===== config.mk =====
export PLATFORM = sky130hd
export DESIGN_NAME = scg_synth_control
export DESIGN_NICKNAME = d
export VERILOG_FILES = /design/src/scg_pkg.sv /design/src/scg_serial_port.sv /design/src/scg_synth_control.sv
export SDC_FILE = /design/constraint.sdc
export NUM_CORES = 1
export LEC_CHECK = 0
export ABC_CLOCK_PERIOD_IN_PS = 3100
export BUFFER_PORTS_ARGS = -buffer_cell sky130_fd_sc_hd__buf_2
export CAP_MARGIN = 40
export CORE_UTILIZATION = 62
export CTS_BUF_LIST = sky130_fd_sc_hd__clkbuf_8
export CTS_CLUSTER_SIZE = 25
export DETAILED_ROUTE_END_ITERATION = 8
export GPL_ROUTABILITY_DRIVEN = 0
export HOLD_SLACK_MARGIN = 0.1
export PLACE_DENSITY = 0.91
export SETUP_SLACK_MARGIN = 0.3
export SLEW_MARGIN = 20
export SYNTH_ARGS = -nofsm -noshare
export SYNTH_HDL_FRONTEND = slang
export SYNTH_SLANG_ARGS = --single-unit

===== constraint.sdc =====
create_clock -name CORE_CLK -period 3.1 [get_ports CORE_CLK]
set_input_delay 0.62 -clock CORE_CLK [delete_from_list [all_inputs] [get_ports CORE_CLK]]
set_output_delay 0.62 -clock CORE_CLK [all_outputs]
set_load 0.05 [all_outputs]

===== src/scg_pkg.sv =====
`default_nettype none

package scg_pkg;

	// ****************************************
	// Register offsets on the serial port
	// ****************************************
	localparam logic [14:0] ADDR_STAGE_BIAS   = 15'h0100;
	localparam logic [14:0] ADDR_MUTE_MASK    = 15'h0101;
	localparam logic [14:0] ADDR_ON_MASK      = 15'h0102;
	localparam logic [14:0] ADDR_UNLOCK_MUTE  = 15'h0103;
	localparam logic [14:0] ADDR_INT_LOW      = 15'h0200;
	localparam logic [14:0] ADDR_INT_HIGH     = 15'h0201;
	localparam logic [14:0] ADDR_REF_DIVIDER  = 15'h020C;
	localparam logic [14:0] ADDR_REF_CONTROL  = 15'h020E;

	// ****************************************
	// Reset values and field positions
	// ****************************************
	localparam logic [7:0] RST_STAGE_BIAS  = 8'hDF;
	localparam logic [7:0] RST_MUTE_MASK   = 8'hBF;
	localparam logic [7:0] RST_ON_MASK     = 8'hFF;
	localparam logic       RST_UNLOCK_MUTE = 1'b1;
	localparam logic [7:0] RST_INT_LOW     = 8'h90;
	localparam logic [7:0] RST_INT_HIGH    = 8'h01;
	localparam logic [7:0] RST_REF_DIVIDER = 8'h01;
	localparam logic [7:0] RST_REF_CONTROL = 8'h04;
	localparam int unsigned UNLOCK_MUTE_BIT     = 0;
	localparam int unsigned REF_HALVE_ENABLE_BIT = 0;
	localparam int unsigned REF_DOUBLER_BIT     = 3;

	// ****************************************
	// Serial frame layout and timing
	// ****************************************
	localparam logic [4:0] SPI_INSTR_LAST = 5'd15;
	localparam logic [4:0] SPI_DATA_FIRST = 5'd16;
	localparam logic [4:0] SPI_FRAME_LAST = 5'd23;
	localparam logic [4:0] SPI_FRAME_BITS = 5'd24;
	localparam int unsigned CLK_PERIOD_NS = 40;
	localparam int unsigned CAL_TIME_NS   = 10000;
	localparam int unsigned CAL_CYCLES_DEFAULT =
		(CAL_TIME_NS + CLK_PERIOD_NS - 1) / CLK_PERIOD_NS;

	typedef struct packed
	{
		logic        read;
		logic [14:0] addr;
		logic [7:0]  data;
	} scg_access_type;

	typedef struct packed
	{
		logic [15:0] feedback_integer;
		logic [7:0]  reference_divider;
		logic [7:0]  reference_control;
	} scg_synth_cfg_type;

	typedef enum logic [2:0]
	{
		CAL_IDLE = 3'b001,
		CAL_TUNE = 3'b010,
		CAL_LOCK = 3'b100
	} scg_cal_state_type;

endpackage : scg_pkg

`default_nettype wire


===== src/scg_serial_port.sv =====
`default_nettype none

module scg_serial_port
(
	input  wire logic                    clk,
	input  wire logic                    rst,
	input  wire logic                    sclk_pin,
	input  wire logic                    sdi_pin,
	input  wire logic                    cs_n_pin,
	input  wire logic [7:0]              rd_data,
	output var  scg_pkg::scg_access_type access,
	output logic                         write_stb,
	output logic                         read_stb,
	output logic                         sdo,
	output logic                         sdo_oe
);

	// ****************************************
	// Pin synchronisers
	// ****************************************
	// The serial clock is oversampled, so it must run below an eighth of clk.
	logic [2:0] sync_a;
	logic [2:0] sync_b;
	logic [2:0] sync_c;
	logic [2:0] pin_f;
	logic [2:0] pin_prev;
	logic [4:0] bit_count;
	logic [7:0] out_shift;
	logic       cs_low;
	logic       rise;
	logic       fall;

	genvar g;
	generate
		for (g = 0; g < 3; g++)
		begin : g_sync
			always_ff @(posedge clk)
			begin
				if (rst)
				begin
					sync_a[g] <= (g == 2);
					sync_b[g] <= (g == 2);
					sync_c[g] <= (g == 2);
					pin_f[g]  <= (g == 2);
				end
				else
				begin
					sync_a[g] <= (g == 0) ? sclk_pin : ((g == 1) ? sdi_pin : cs_n_pin);
					sync_b[g] <= sync_a[g];
					sync_c[g] <= sync_b[g];
					if (sync_b[g] == sync_c[g])
					begin
						pin_f[g] <= sync_c[g];
					end
				end
			end
		end
	endgenerate

	always_ff @(posedge clk)
	begin
		if (rst)
		begin
			pin_prev <= 3'b100;
		end
		else
		begin
			pin_prev <= pin_f;
		end
	end

	assign cs_low = ~pin_f[2];
	assign rise   = cs_low & pin_f[0] & ~pin_prev[0];
	assign fall   = cs_low & ~pin_f[0] & pin_prev[0];

	// ****************************************
	// Frame capture
	// ****************************************
	always_ff @(posedge clk)
	begin
		if (rst || !cs_low)
		begin
			bit_count <= 5'd0;
		end
		else if (rise && bit_count != scg_pkg::SPI_FRAME_BITS)
		begin
			bit_count <= bit_count + 5'd1;
		end
	end

	always_ff @(posedge clk)
	begin
		if (rst)
		begin
			access <= '0;
		end
		else if (rise)
		begin
			if (bit_count == 5'd0)
			begin
				access.read <= pin_f[1];
			end
			else if (bit_count <= scg_pkg::SPI_INSTR_LAST)
			begin
				access.addr[4'(bit_count - 5'd1)] <= pin_f[1];
			end
			else if (bit_count <= scg_pkg::SPI_FRAME_LAST)
			begin
				access.data[3'(bit_count - scg_pkg::SPI_DATA_FIRST)] <= pin_f[1];
			end
		end
	end

	always_ff @(posedge clk)
	begin
		if (rst)
		begin
			write_stb <= 1'b0;
			read_stb  <= 1'b0;
		end
		else
		begin
			write_stb <= rise && bit_count == scg_pkg::SPI_FRAME_LAST && !access.read;
			read_stb  <= rise && bit_count == scg_pkg::SPI_INSTR_LAST && access.read;
		end
	end

	// ****************************************
	// Read data, LSB first on falling edges
	// ****************************************
	always_ff @(posedge clk)
	begin
		if (rst || !cs_low)
		begin
			out_shift <= 8'h00;
			sdo       <= 1'b0;
			sdo_oe    <= 1'b0;
		end
		else if (read_stb)
		begin
			out_shift <= rd_data;
			sdo_oe    <= 1'b1;
		end
		else if (fall && sdo_oe)
		begin
			sdo       <= out_shift[0];
			out_shift <= {1'b0, out_shift[7:1]};
		end
	end

endmodule : scg_serial_port

`default_nettype wire


===== src/scg_synth_control.sv =====
`default_nettype none

module scg_synth_control
#(
	parameter int unsigned CAL_CYCLES = scg_pkg::CAL_CYCLES_DEFAULT
)
(
	input  wire logic                        CORE_CLK,
	input  wire logic                        RST,
	input  wire logic                        SPI_SCLK,
	input  wire logic                        SPI_SDI,
	input  wire logic                        SPI_CS_N,
	output logic                             SPI_SDO,
	output logic                             SPI_SDO_OE,
	input  wire logic                        TX_MUTE_PIN,
	input  wire logic                        TRANSMIT_ON_PIN,
	input  wire logic                        PLL_LOCKED,
	output logic [7:0]                       STAGE_ON,
	output var  scg_pkg::scg_synth_cfg_type  SYNTH_CFG,
	output logic                             CAL_START,
	output logic                             CAL_RUN,
	output logic                             LOCK_RUN
);

	// The counter is 16 bits wide and a zero-length run would wrap to a 65536-cycle tune.
	if (CAL_CYCLES < 1 || CAL_CYCLES > 65535)
	begin : g_bad_cal_cycles
		$error("CAL_CYCLES must lie between 1 and 65535");
	end

	scg_pkg::scg_access_type    access;
	scg_pkg::scg_cal_state_type cal_state;
	logic        write_stb;
	logic        read_stb;
	logic [7:0]  rd_data;
	logic [7:0]  stage_bias;
	logic [7:0]  mute_mask;
	logic [7:0]  on_mask;
	logic        unlock_mute;
	logic [7:0]  int_low;
	logic [7:0]  int_high;
	logic [7:0]  ref_divider;
	logic [7:0]  ref_control;
	logic        commit;
	logic [15:0] cal_count;
	logic [2:0]  sync_a;
	logic [2:0]  sync_b;
	logic [2:0]  sync_c;
	logic [2:0]  pin_f;
	logic        mute_cond;
	logic [7:0]  blocked;
	logic [7:0]  next_stage_on;

	scg_serial_port u_serial
	(
		.clk       (CORE_CLK),
		.rst       (RST),
		.sclk_pin  (SPI_SCLK),
		.sdi_pin   (SPI_SDI),
		.cs_n_pin  (SPI_CS_N),
		.rd_data   (rd_data),
		.access    (access),
		.write_stb (write_stb),
		.read_stb  (read_stb),
		.sdo       (SPI_SDO),
		.sdo_oe    (SPI_SDO_OE)
	);

	// ****************************************
	// Register writes
	// ****************************************
	always_ff @(posedge CORE_CLK)
	begin
		if (RST)
		begin
			stage_bias  <= scg_pkg::RST_STAGE_BIAS;
			mute_mask   <= scg_pkg::RST_MUTE_MASK;
			on_mask     <= scg_pkg::RST_ON_MASK;
			unlock_mute <= scg_pkg::RST_UNLOCK_MUTE;
			int_low     <= scg_pkg::RST_INT_LOW;
			int_high    <= scg_pkg::RST_INT_HIGH;
			ref_divider <= scg_pkg::RST_REF_DIVIDER;
			ref_control <= scg_pkg::RST_REF_CONTROL;
		end
		else if (write_stb)
		begin
			case (access.addr)
				scg_pkg::ADDR_STAGE_BIAS:  stage_bias  <= access.data;
				scg_pkg::ADDR_MUTE_MASK:   mute_mask   <= access.data;
				scg_pkg::ADDR_ON_MASK:     on_mask     <= access.data;
				scg_pkg::ADDR_UNLOCK_MUTE:
					unlock_mute <= access.data[scg_pkg::UNLOCK_MUTE_BIT];
				scg_pkg::ADDR_INT_LOW:     int_low     <= access.data;
				scg_pkg::ADDR_INT_HIGH:    int_high    <= access.data;
				scg_pkg::ADDR_REF_DIVIDER: ref_divider <= access.data;
				scg_pkg::ADDR_REF_CONTROL: ref_control <= access.data;
				default:
				begin
				end
			endcase
		end
	end

	// Reads return the written (pending) values; unmapped addresses read zero.
	always_comb
	begin
		case (access.addr)
			scg_pkg::ADDR_STAGE_BIAS:  rd_data = stage_bias;
			scg_pkg::ADDR_MUTE_MASK:   rd_data = mute_mask;
			scg_pkg::ADDR_ON_MASK:     rd_data = on_mask;
			scg_pkg::ADDR_UNLOCK_MUTE: rd_data = {7'h00, unlock_mute};
			scg_pkg::ADDR_INT_LOW:     rd_data = int_low;
			scg_pkg::ADDR_INT_HIGH:    rd_data = int_high;
			scg_pkg::ADDR_REF_DIVIDER: rd_data = ref_divider;
			scg_pkg::ADDR_REF_CONTROL: rd_data = ref_control;
			default:                   rd_data = 8'h00;
		endcase
	end

	// ****************************************
	// Double-buffer commit
	// ****************************************
	assign commit = write_stb && access.addr == scg_pkg::ADDR_INT_LOW;

	always_ff @(posedge CORE_CLK)
	begin
		if (RST)
		begin
			SYNTH_CFG <= '{feedback_integer: {scg_pkg::RST_INT_HIGH, scg_pkg::RST_INT_LOW},
				reference_divider: scg_pkg::RST_REF_DIVIDER,
				reference_control: scg_pkg::RST_REF_CONTROL};
		end
		else if (commit)
		begin
			SYNTH_CFG <= '{feedback_integer: {int_high, access.data},
				reference_divider: ref_divider,
				reference_control: ref_control};
		end
	end

	// ****************************************
	// Calibration then lock sequence
	// ****************************************
	// A new commit restarts calibration even mid-sequence, so the loop never
	// settles on a stale divider.
	always_ff @(posedge CORE_CLK)
	begin
		if (RST)
		begin
			cal_state <= scg_pkg::CAL_IDLE;
			cal_count <= 16'h0000;
			CAL_START <= 1'b0;
		end
		else
		begin
			CAL_START <= commit;
			if (commit)
			begin
				cal_state <= scg_pkg::CAL_TUNE;
				cal_count <= 16'(CAL_CYCLES - 1);
			end
			else
			begin
				case (cal_state)
					scg_pkg::CAL_IDLE:
					begin
					end
					scg_pkg::CAL_TUNE:
					begin
						if (cal_count == 16'h0000)
						begin
							cal_state <= scg_pkg::CAL_LOCK;
						end
						else
						begin
							cal_count <= cal_count - 16'h0001;
						end
					end
					scg_pkg::CAL_LOCK:
					begin
						if (pin_f[2])
						begin
							cal_state <= scg_pkg::CAL_IDLE;
						end
					end
					default:
					begin
						cal_state <= scg_pkg::CAL_IDLE;
					end
				endcase
			end
		end
	end

	assign CAL_RUN  = cal_state[1];
	assign LOCK_RUN = cal_state[2];

	// ****************************************
	// Stage gating
	// ****************************************
	genvar g;
	generate
		for (g = 0; g < 3; g++)
		begin : g_sync
			always_ff @(posedge CORE_CLK)
			begin
				if (RST)
				begin
					sync_a[g] <= 1'b0;
					sync_b[g] <= 1'b0;
					sync_c[g] <= 1'b0;
					pin_f[g]  <= 1'b0;
				end
				else
				begin
					sync_a[g] <= (g == 0) ? TX_MUTE_PIN : ((g == 1) ? TRANSMIT_ON_PIN : PLL_LOCKED);
					sync_b[g] <= sync_a[g];
					sync_c[g] <= sync_b[g];
					if (sync_b[g] == sync_c[g])
					begin
						pin_f[g] <= sync_c[g];
					end
				end
			end
		end
	endgenerate

	assign mute_cond = pin_f[0] | (unlock_mute & ~pin_f[2]);
	assign blocked   = {8{mute_cond}} & mute_mask;

	generate
		for (g = 0; g < 8; g++)
		begin : g_stage
			assign next_stage_on[g] = !blocked[g] && stage_bias[g]
				&& (!on_mask[g] || pin_f[1]);
		end
	endgenerate

	always_ff @(posedge CORE_CLK)
	begin
		if (RST)
		begin
			STAGE_ON <= 8'h00;
		end
		else
		begin
			STAGE_ON <= next_stage_on;
		end
	end

	// ****************************************
	// Assertions
	// ****************************************
	property p_commit_starts_cal;
		@(posedge CORE_CLK) disable iff (RST)
		commit |=> CAL_START && CAL_RUN ##1 !CAL_START;
	endproperty
	a_commit_starts_cal: assert property (p_commit_starts_cal)
		else $error("Low byte write did not start calibration");

	property p_pending_held;
		@(posedge CORE_CLK) disable iff (RST)
		write_stb && (access.addr == scg_pkg::ADDR_INT_HIGH
			|| access.addr == scg_pkg::ADDR_REF_DIVIDER
			|| access.addr == scg_pkg::ADDR_REF_CONTROL) |=> $stable(SYNTH_CFG);
	endproperty
	a_pending_held: assert property (p_pending_held)
		else $error("Pending register took effect early");

	property p_atomic_commit;
		@(posedge CORE_CLK) disable iff (RST)
		commit |=> SYNTH_CFG == {$past(int_high), $past(access.data),
			$past(ref_divider), $past(ref_control)};
	endproperty
	a_atomic_commit: assert property (p_atomic_commit)
		else $error("Commit did not copy all pending values");

	property p_mute_forces_off;
		@(posedge CORE_CLK) disable iff (RST)
		mute_cond |=> (STAGE_ON & $past(mute_mask)) == 8'h00;
	endproperty
	a_mute_forces_off: assert property (p_mute_forces_off)
		else $error("Muted stage was left on");

	property p_unmuted_path;
		@(posedge CORE_CLK) disable iff (RST)
		!mute_cond |=> STAGE_ON == $past(stage_bias & (~on_mask | {8{pin_f[1]}}));
	endproperty
	a_unmuted_path: assert property (p_unmuted_path)
		else $error("Unmuted stage did not follow transmit-on path");

	property p_unmasked_follows_bias;
		@(posedge CORE_CLK) disable iff (RST)
		!$past(RST) |-> ((STAGE_ON ^ $past(stage_bias)) & ~$past(on_mask)
			& ~$past(blocked)) == 8'h00;
	endproperty
	a_unmasked_follows_bias: assert property (p_unmasked_follows_bias)
		else $error("Stage with on mask 0 did not follow bias");

	property p_masked_needs_pin;
		@(posedge CORE_CLK) disable iff (RST)
		!$past(RST) |-> (STAGE_ON & $past(on_mask)) ==
			($past(on_mask & ~blocked & stage_bias) & {8{$past(pin_f[1])}});
	endproperty
	a_masked_needs_pin: assert property (p_masked_needs_pin)
		else $error("Stage with on mask 1 ignored transmit-on pin");

	property p_unlock_mutes;
		@(posedge CORE_CLK) disable iff (RST)
		unlock_mute && !pin_f[2] |=> (STAGE_ON & $past(mute_mask)) == 8'h00;
	endproperty
	a_unlock_mutes: assert property (p_unlock_mutes)
		else $error("Unlock did not mute masked stages");

	property p_bias_off;
		@(posedge CORE_CLK) disable iff (RST)
		!$past(RST) |-> (STAGE_ON & ~$past(stage_bias)) == 8'h00;
	endproperty
	a_bias_off: assert property (p_bias_off)
		else $error("Stage on with bias disabled");

	property p_stage_independent;
		@(posedge CORE_CLK) disable iff (RST)
		!$past(RST) && $stable(stage_bias) && $stable(on_mask) && $stable(blocked)
			&& $stable(pin_f[1]) |=> $stable(STAGE_ON);
	endproperty
	a_stage_independent: assert property (p_stage_independent)
		else $error("Stage changed without a change of its inputs");

	c_commit: cover property (@(posedge CORE_CLK) disable iff (RST)
		commit ##1 CAL_RUN ##[1:300] LOCK_RUN);
	c_mute: cover property (@(posedge CORE_CLK) disable iff (RST)
		mute_cond && mute_mask != 8'h00);
	c_read: cover property (@(posedge CORE_CLK) disable iff (RST) read_stb);

endmodule : scg_synth_control

`default_nettype wire


# Word-level counts from Yosys, hierarchy flattened
# Index checks and enable logic that the tools add are counted.
[word_totals]
elab_cells = 191
register_bits = 183
out_inout_bits = 45
input_bits = 8
[classes]
muxes = 16
n_eq_ne = 26
n_bitwise = 16
n_addsub = 4
reduce_logical = 72
n_lt_le_gt_ge = 6
[ops]
columns = ["operator", "count"]
rows = [
  ["case mux 8 bit (8 select lines)", 1],
  ["equality test 15 x 10 -> 1 bit (second input constant)", 4],
  ["equality test 15 x 9 -> 1 bit (second input constant)", 4],
  ["two-way mux 8 bit", 5],
  ["logical AND 1 bit", 25],
  ["AND reduction 2 bit", 12],
  ["logical NOT 1 bit", 17],
  ["logical NOT 16 bit", 1],
  ["subtractor 16 x 1 -> 16 bit (second input constant)", 1],
  ["bitwise mux 15 bit", 1],
  ["logical OR 1 bit", 9],
  ["inverter 1 bit", 9],
  ["case mux 3 bit (3 select lines)", 1],
  ["AND reduction 3 bit", 3],
  ["AND 8 bit", 1],
  ["bitwise mux 8 bit", 1],
  ["!= test 2 bit (second input constant)", 4],
  ["equality test 1 bit", 6],
  ["two-way mux 3 bit", 2],
  ["!= test 3 bit (second input constant)", 2],
  ["adder 5 x 1 -> 5 bit (second input constant)", 1],
  ["AND 1 bit", 5],
  ["equality test 5 x 4 -> 1 bit (second input constant)", 1],
  ["equality test 5 bit (second input constant)", 1],
  ["21 further kinds", 23],
]

# Logic depth before layout (Yosys ltp)
[logic_depth]
word_depth = 7
ltp_mapped = 9
ltp_nobuf = 7

# Cells and area by module
# From an unflattened synthesis, not the netlist that was laid out.
[unflattened]
cells_unflattened = 870
area_unflattened_um2 = 7748.7
[by_module_without_submodules]
columns = ["module", "cells_per_inst", "instances", "seq_area_each_um2", "area_per_inst_um2"]
rows = [
  ["scg_synth_control", 613, 1, 2422.3, 5257.5],
  ["scg_serial_port", 257, 1, 1081.0, 2491.1],
]

# Worst setup path after synthesis
# OpenSTA, ideal clock, no wires.
[synth_timing]
kind = "register -> register"
startpoint = "reg u_serial.bit_count[0]"
endpoint = "reg, netlist name u_serial.access[18]"
stages_incl_launch_ff = 9
required_time_ns = 2.972
path_buffers = 1
t_arrival_ns = 2.122
setup_time_ns = 0.128
period_less_slack_ns = 2.249
setup_slack_ns = 0.851
cell_sequence = "dfxtp_1 clkbuf_1 inv_1 ha_1 or4b_2 o2111ai_1 o21bai_1 mux2i_1 nor2_1"
[synth_via]
elab_chain_len = 6
elab_cells_between_ends = 11
cone_classes = "1 x add/sub; 3 x order compare; 3 x mux; 1 x bitwise; 3 x reduce/logical"
[synth_rtl]
columns = ["item", "line_no", "text"]
rows = [
  ["start: declaration", "scg_serial_port.sv:27", "logic [4:0] bit_count;"],
  ["start signal: assignment", "scg_serial_port.sv:87", "bit_count <= bit_count + 5'd1;"],
  ["subtractor 4 x 1 -> 4 bit", "scg_serial_port.sv:105", "access.addr[4'(bit_count - 5'd1)] <= pin_f[1];"],
  ["< comparator 4 x 5 -> 1 bit (not written as such) / greater-or-equal comparator 4 x 1 -> 1 bit (equally long branches)", "scg_serial_port.sv:105", ""],
  ["logical AND 1 bit (not written as such)", "scg_serial_port.sv:105", ""],
  ["two-way mux 1 bit (not written as such)", "scg_serial_port.sv:105", ""],
  ["demux 1 bit (select 4 bit)", "n/a", ""],
  ["bitwise mux 15 bit", "scg_serial_port.sv:105", ""],
]
# Several ways; a longest one is shown, not always the timed one.
# A chain may end at the register's enable or synchronous reset.

# Worst setup path after layout
[layout_timing]
startpoint = "reg, netlist name u_serial.access[12]"
endpoint = "reg cal_state[2]"
[layout_via]
elab_chain_len = 3
[layout_rtl]
columns = ["item", "line_no", "text"]
rows = [
  ["equality test 15 x 10 -> 1 bit", "scg_synth_control.sv:123", "assign commit = write_stb && access.addr == scg_pkg::ADDR_INT_LOW;"],
  ["logical AND 1 bit", "scg_synth_control.sv:123", ""],
  ["OR reduction 2 bit (no line)", "n/a", ""],
  ["end signal: assignment", "scg_synth_control.sv:150", "cal_state <= scg_pkg::CAL_IDLE;"],
  ["end signal: assignment", "scg_synth_control.sv:159", "cal_state <= scg_pkg::CAL_TUNE;"],
  ["end signal: assignment", "scg_synth_control.sv:172", "cal_state <= scg_pkg::CAL_LOCK;"],
  ["end: declaration", "scg_synth_control.sv:32", "scg_pkg::scg_cal_state_type cal_state;"],
]
# Every way passes these cells.

==> impl_metrics.py <==
metrics = {
    "critical_path": {
        "crit_type": "register to register",
        "cp.arrival_ps": 2820,
        "slowest_stage": "or4_4",
        "startpoint_type": "register",
        "critPathBufInv": 0,
        "cp.required_ps": 3440,
        "critPathCaptureType": "register",
        "crit_chain": "or4_4 > nand4b_1 > or2_1 > nand2b_1 > nor3_1",
        "cp_slowest_stage_delay_ps": 610,
        "cp_top_family": "simple AND/OR/NAND/NOR gates",
        "path_max_fanout": 22,
    },
    "yosys": {
        "synth_warnings": 0,
        "syn_inst": 844,
        "synth_edf_count": 0,
        "yosys_register_bits": 175,
        "ys_top_cells_by_count": "175 x dfxtp_1, 103 x nand2_1, 97 x nor2_1",
        "synth_top_cells_by_area": "dfxtp_1 46%, mux2i_1 7.4%, a21oi_1 5.2%, nand2_1 5.1%, nor2_1 4.8%",
        "ys_async_sr_fraction_pct": 0,
        "yosys.cell_types.count": 65,
        "synth_flop_cell": "dfxtp_1",
        "synthesis.nets": 859,
        "yosysMostFrequentCell": "dfxtp_1",
        "yosys.area.top_type": "dfxtp_1",
        "syn-cell-area_um2": 7550,
        "seq_area_frac_synth_pct": 46.4,
        "synthDominantCellAreaShare_pct": 46.4,
        "syn_area_per_cell_um2": 8.94,
    },
    "detailed_routing": {
        "drt_pass1_iterations": 9,
        "vias_per_cell": 6.08,
        "wire_per_inst_um": 16.7,
        "drc": 4,
        "vias": 6284,
        "met3_length_mm": 1.49,
        "wirelength_mm": 17.2,
        "drt_iter0_markers": 556,
        "met2_length_mm": 8.14,
        "ant_nets": 0,
        "met1_length_mm": 7.31,
        "routed.top_layer": "met4",
    },
    "die": {
        "rows": 39,
        "core_area_um2": 11700,
        "start_util_pct": 64.7,
        "die_w_um": 112,
        "die_y_um": 112,
        "die_area_um2": 12600,
        "io_pins": 53,
    },
    "timing": {
        "rsz0062_at_grt": "no",
        "tns_ps": 0,
        "hold_viol": 0,
        "max_slew_margin_pct": 46.0,
        "finalCritPeriodShare_pct": 80.0,
        "fmax_ghz": 0.403,
        "fin_skew_ps": 17.5,
        "whs_ps": 335,
        "slew_violations": 0,
        "fin_ws_ps": 619,
        "fin_crit_ps": 2480,
        "worst_pin_slew_ps": 809,
        "final-setup-viol-count": 0,
    },
    "clock_tree": {
        "cts_resized": 0,
        "hold_buffers": 0,
        "cts-buffers-inserted": 17,
        "post_cts_buffers": 0,
        "cts_tree": "done",
        "cts_max_level": 4,
        "clock-sinks": 175,
        "cts_buffer_depth": 2,
        "cts-root-buf": "clkbuf_8",
        "clock_latency_ps": 470,
        "clk_pin_slew_ps": 90,
    },
    "pwr": {
        "ir_drop_uv": 664,
        "p_leak_nw": 3.14,
        "p_per_area_nw_per_um2": 475,
    },
    "cells_and_area": {
        "syn2layout_area_growth_pct": 9.58,
        "layout-drive-gt1-share_pct": 13.9,
        "antenna_cells": 0,
        "nets": 893,
        "final_util_pct": 70.9,
    },
    "place": {
        "hpwl_mm": 11.5,
        "dp_slack_ps": 638,
        "io_buffers": 52,
    },
    "global_route": {
        "antenna_found_initial": 0,
        "grt_pass1_vias": 5620,
        "grt_usage_pct": 28.0,
        "grt_first_pass_wirelength_mm": 27.8,
        "grt_overflow": 0,
        "grt_max_degree": 61,
    },
    "job": {
        "max_cap_viol_count": 0,
    },
    "worst_hold_path": {
        "hp-class": "input pin to register",
    },
    "run_status": {
        "violations": "DRC",
        "outcome": "finished with violations",
    },
}
==> worst register-to-register path, delay by kind of cell (launching register included) <==
family	cells	cell delay (ps)
flip-flops	1	320
AND/OR/NAND/NOR	5	2030
==> report_power, final <==
group | switching [mW] | leakage (nW) | internal, mW
combinational | 0.0340 | 1.53 | 0.0200
clock | 0.828 | 0.204 | 0.784
sequential | 0.00416 | 1.41 | 2.26
==> area by class of cell <==
class / count / area (um2)
Timing Repair Buffer: 64 / 365
Sequential cell: 175 / 3500
Fill cell: 836 / 3390
Multi-Input combinational cell: 603 / 3750
Tap cell: 143 / 179
Clock inverter: 12 / 134
Inverter: 17 / 63.8
Clock buffer: 20 / 275
==> logic make-up after synthesis <==
| kind of cell | synth area share (%) |
|---|---|
| AOI/OAI and AO/OA | 13.8 |
| and+or+nand+nor | 24.9 |
| xor gates and xnor gates | 1.97 |
| buffers and inverters | 4.01 |
| muxes | 7.73 |
| DFF | 46.4 |
| adders and majority gates | 1.16 |
==> metal layers <==
metal / track usage, % / vias up
met5: 0 / -
met4: 9.51 / 0
met3: 7.72 / 37
met2: 45.3 / 261
met1: 36.2 / 2967
li1: - / 3019
==> cells in the final DEF, fill, tap and decap left out, types with 20 or more instances in the layout <==
master	count
dfxtp_1	175
nand2_1	103
nor2_1	96
a21oi_1	79
mux2i_1	56
buf_2	51
nand3b_1	24
o21ai_0	23
nor2b_1	20
nand2b_1	20
clkbuf_8	20
==> worst paths after layout <==
| check | startpoint | end | slack, ps | depth (start not counted) |
|---|---|---|---|---|
| worst max-delay path | u_serial.access[12] | cal_state[2] | 620 | 5 |
| worst max register to register | u_serial.access[12] | cal_state[2] | 620 | 5 |
| worst min-delay path | SPI_CS_N | u_serial.sync_a[2] | 340 | 2 |
| worst min register to register | u_serial.sync_a[2] | u_serial.sync_b[2] | 440 | 1 |
==> stage by stage <==
step | total power [mW] | area, um2 | std cells
2_1_floorplan | 2.35 | 7550 | 844
3_3_place_gp | 2.37 | 7860 | 1002
3_5_place_dp | 2.37 | 7860 | 1002
4_1_cts | 3.94 | 8270 | 1034
5_1_grt | 4.03 | 8270 | 1034
6_report | 3.93 | 8270 | 1034
==> registers in the layout, summed over array words and instances, names as in the netlist, 8 cells and up <==
register            count
SYNTH_CFG              25
u_serial.access        24
cal_count              16
STAGE_ON                8
int_high                8
mute_mask               8
on_mask                 8
ref_control             8
ref_divider             8
stage_bias              8
u_serial.out_shift      8
No activity file was read; power rests on OpenSTA's default activity.
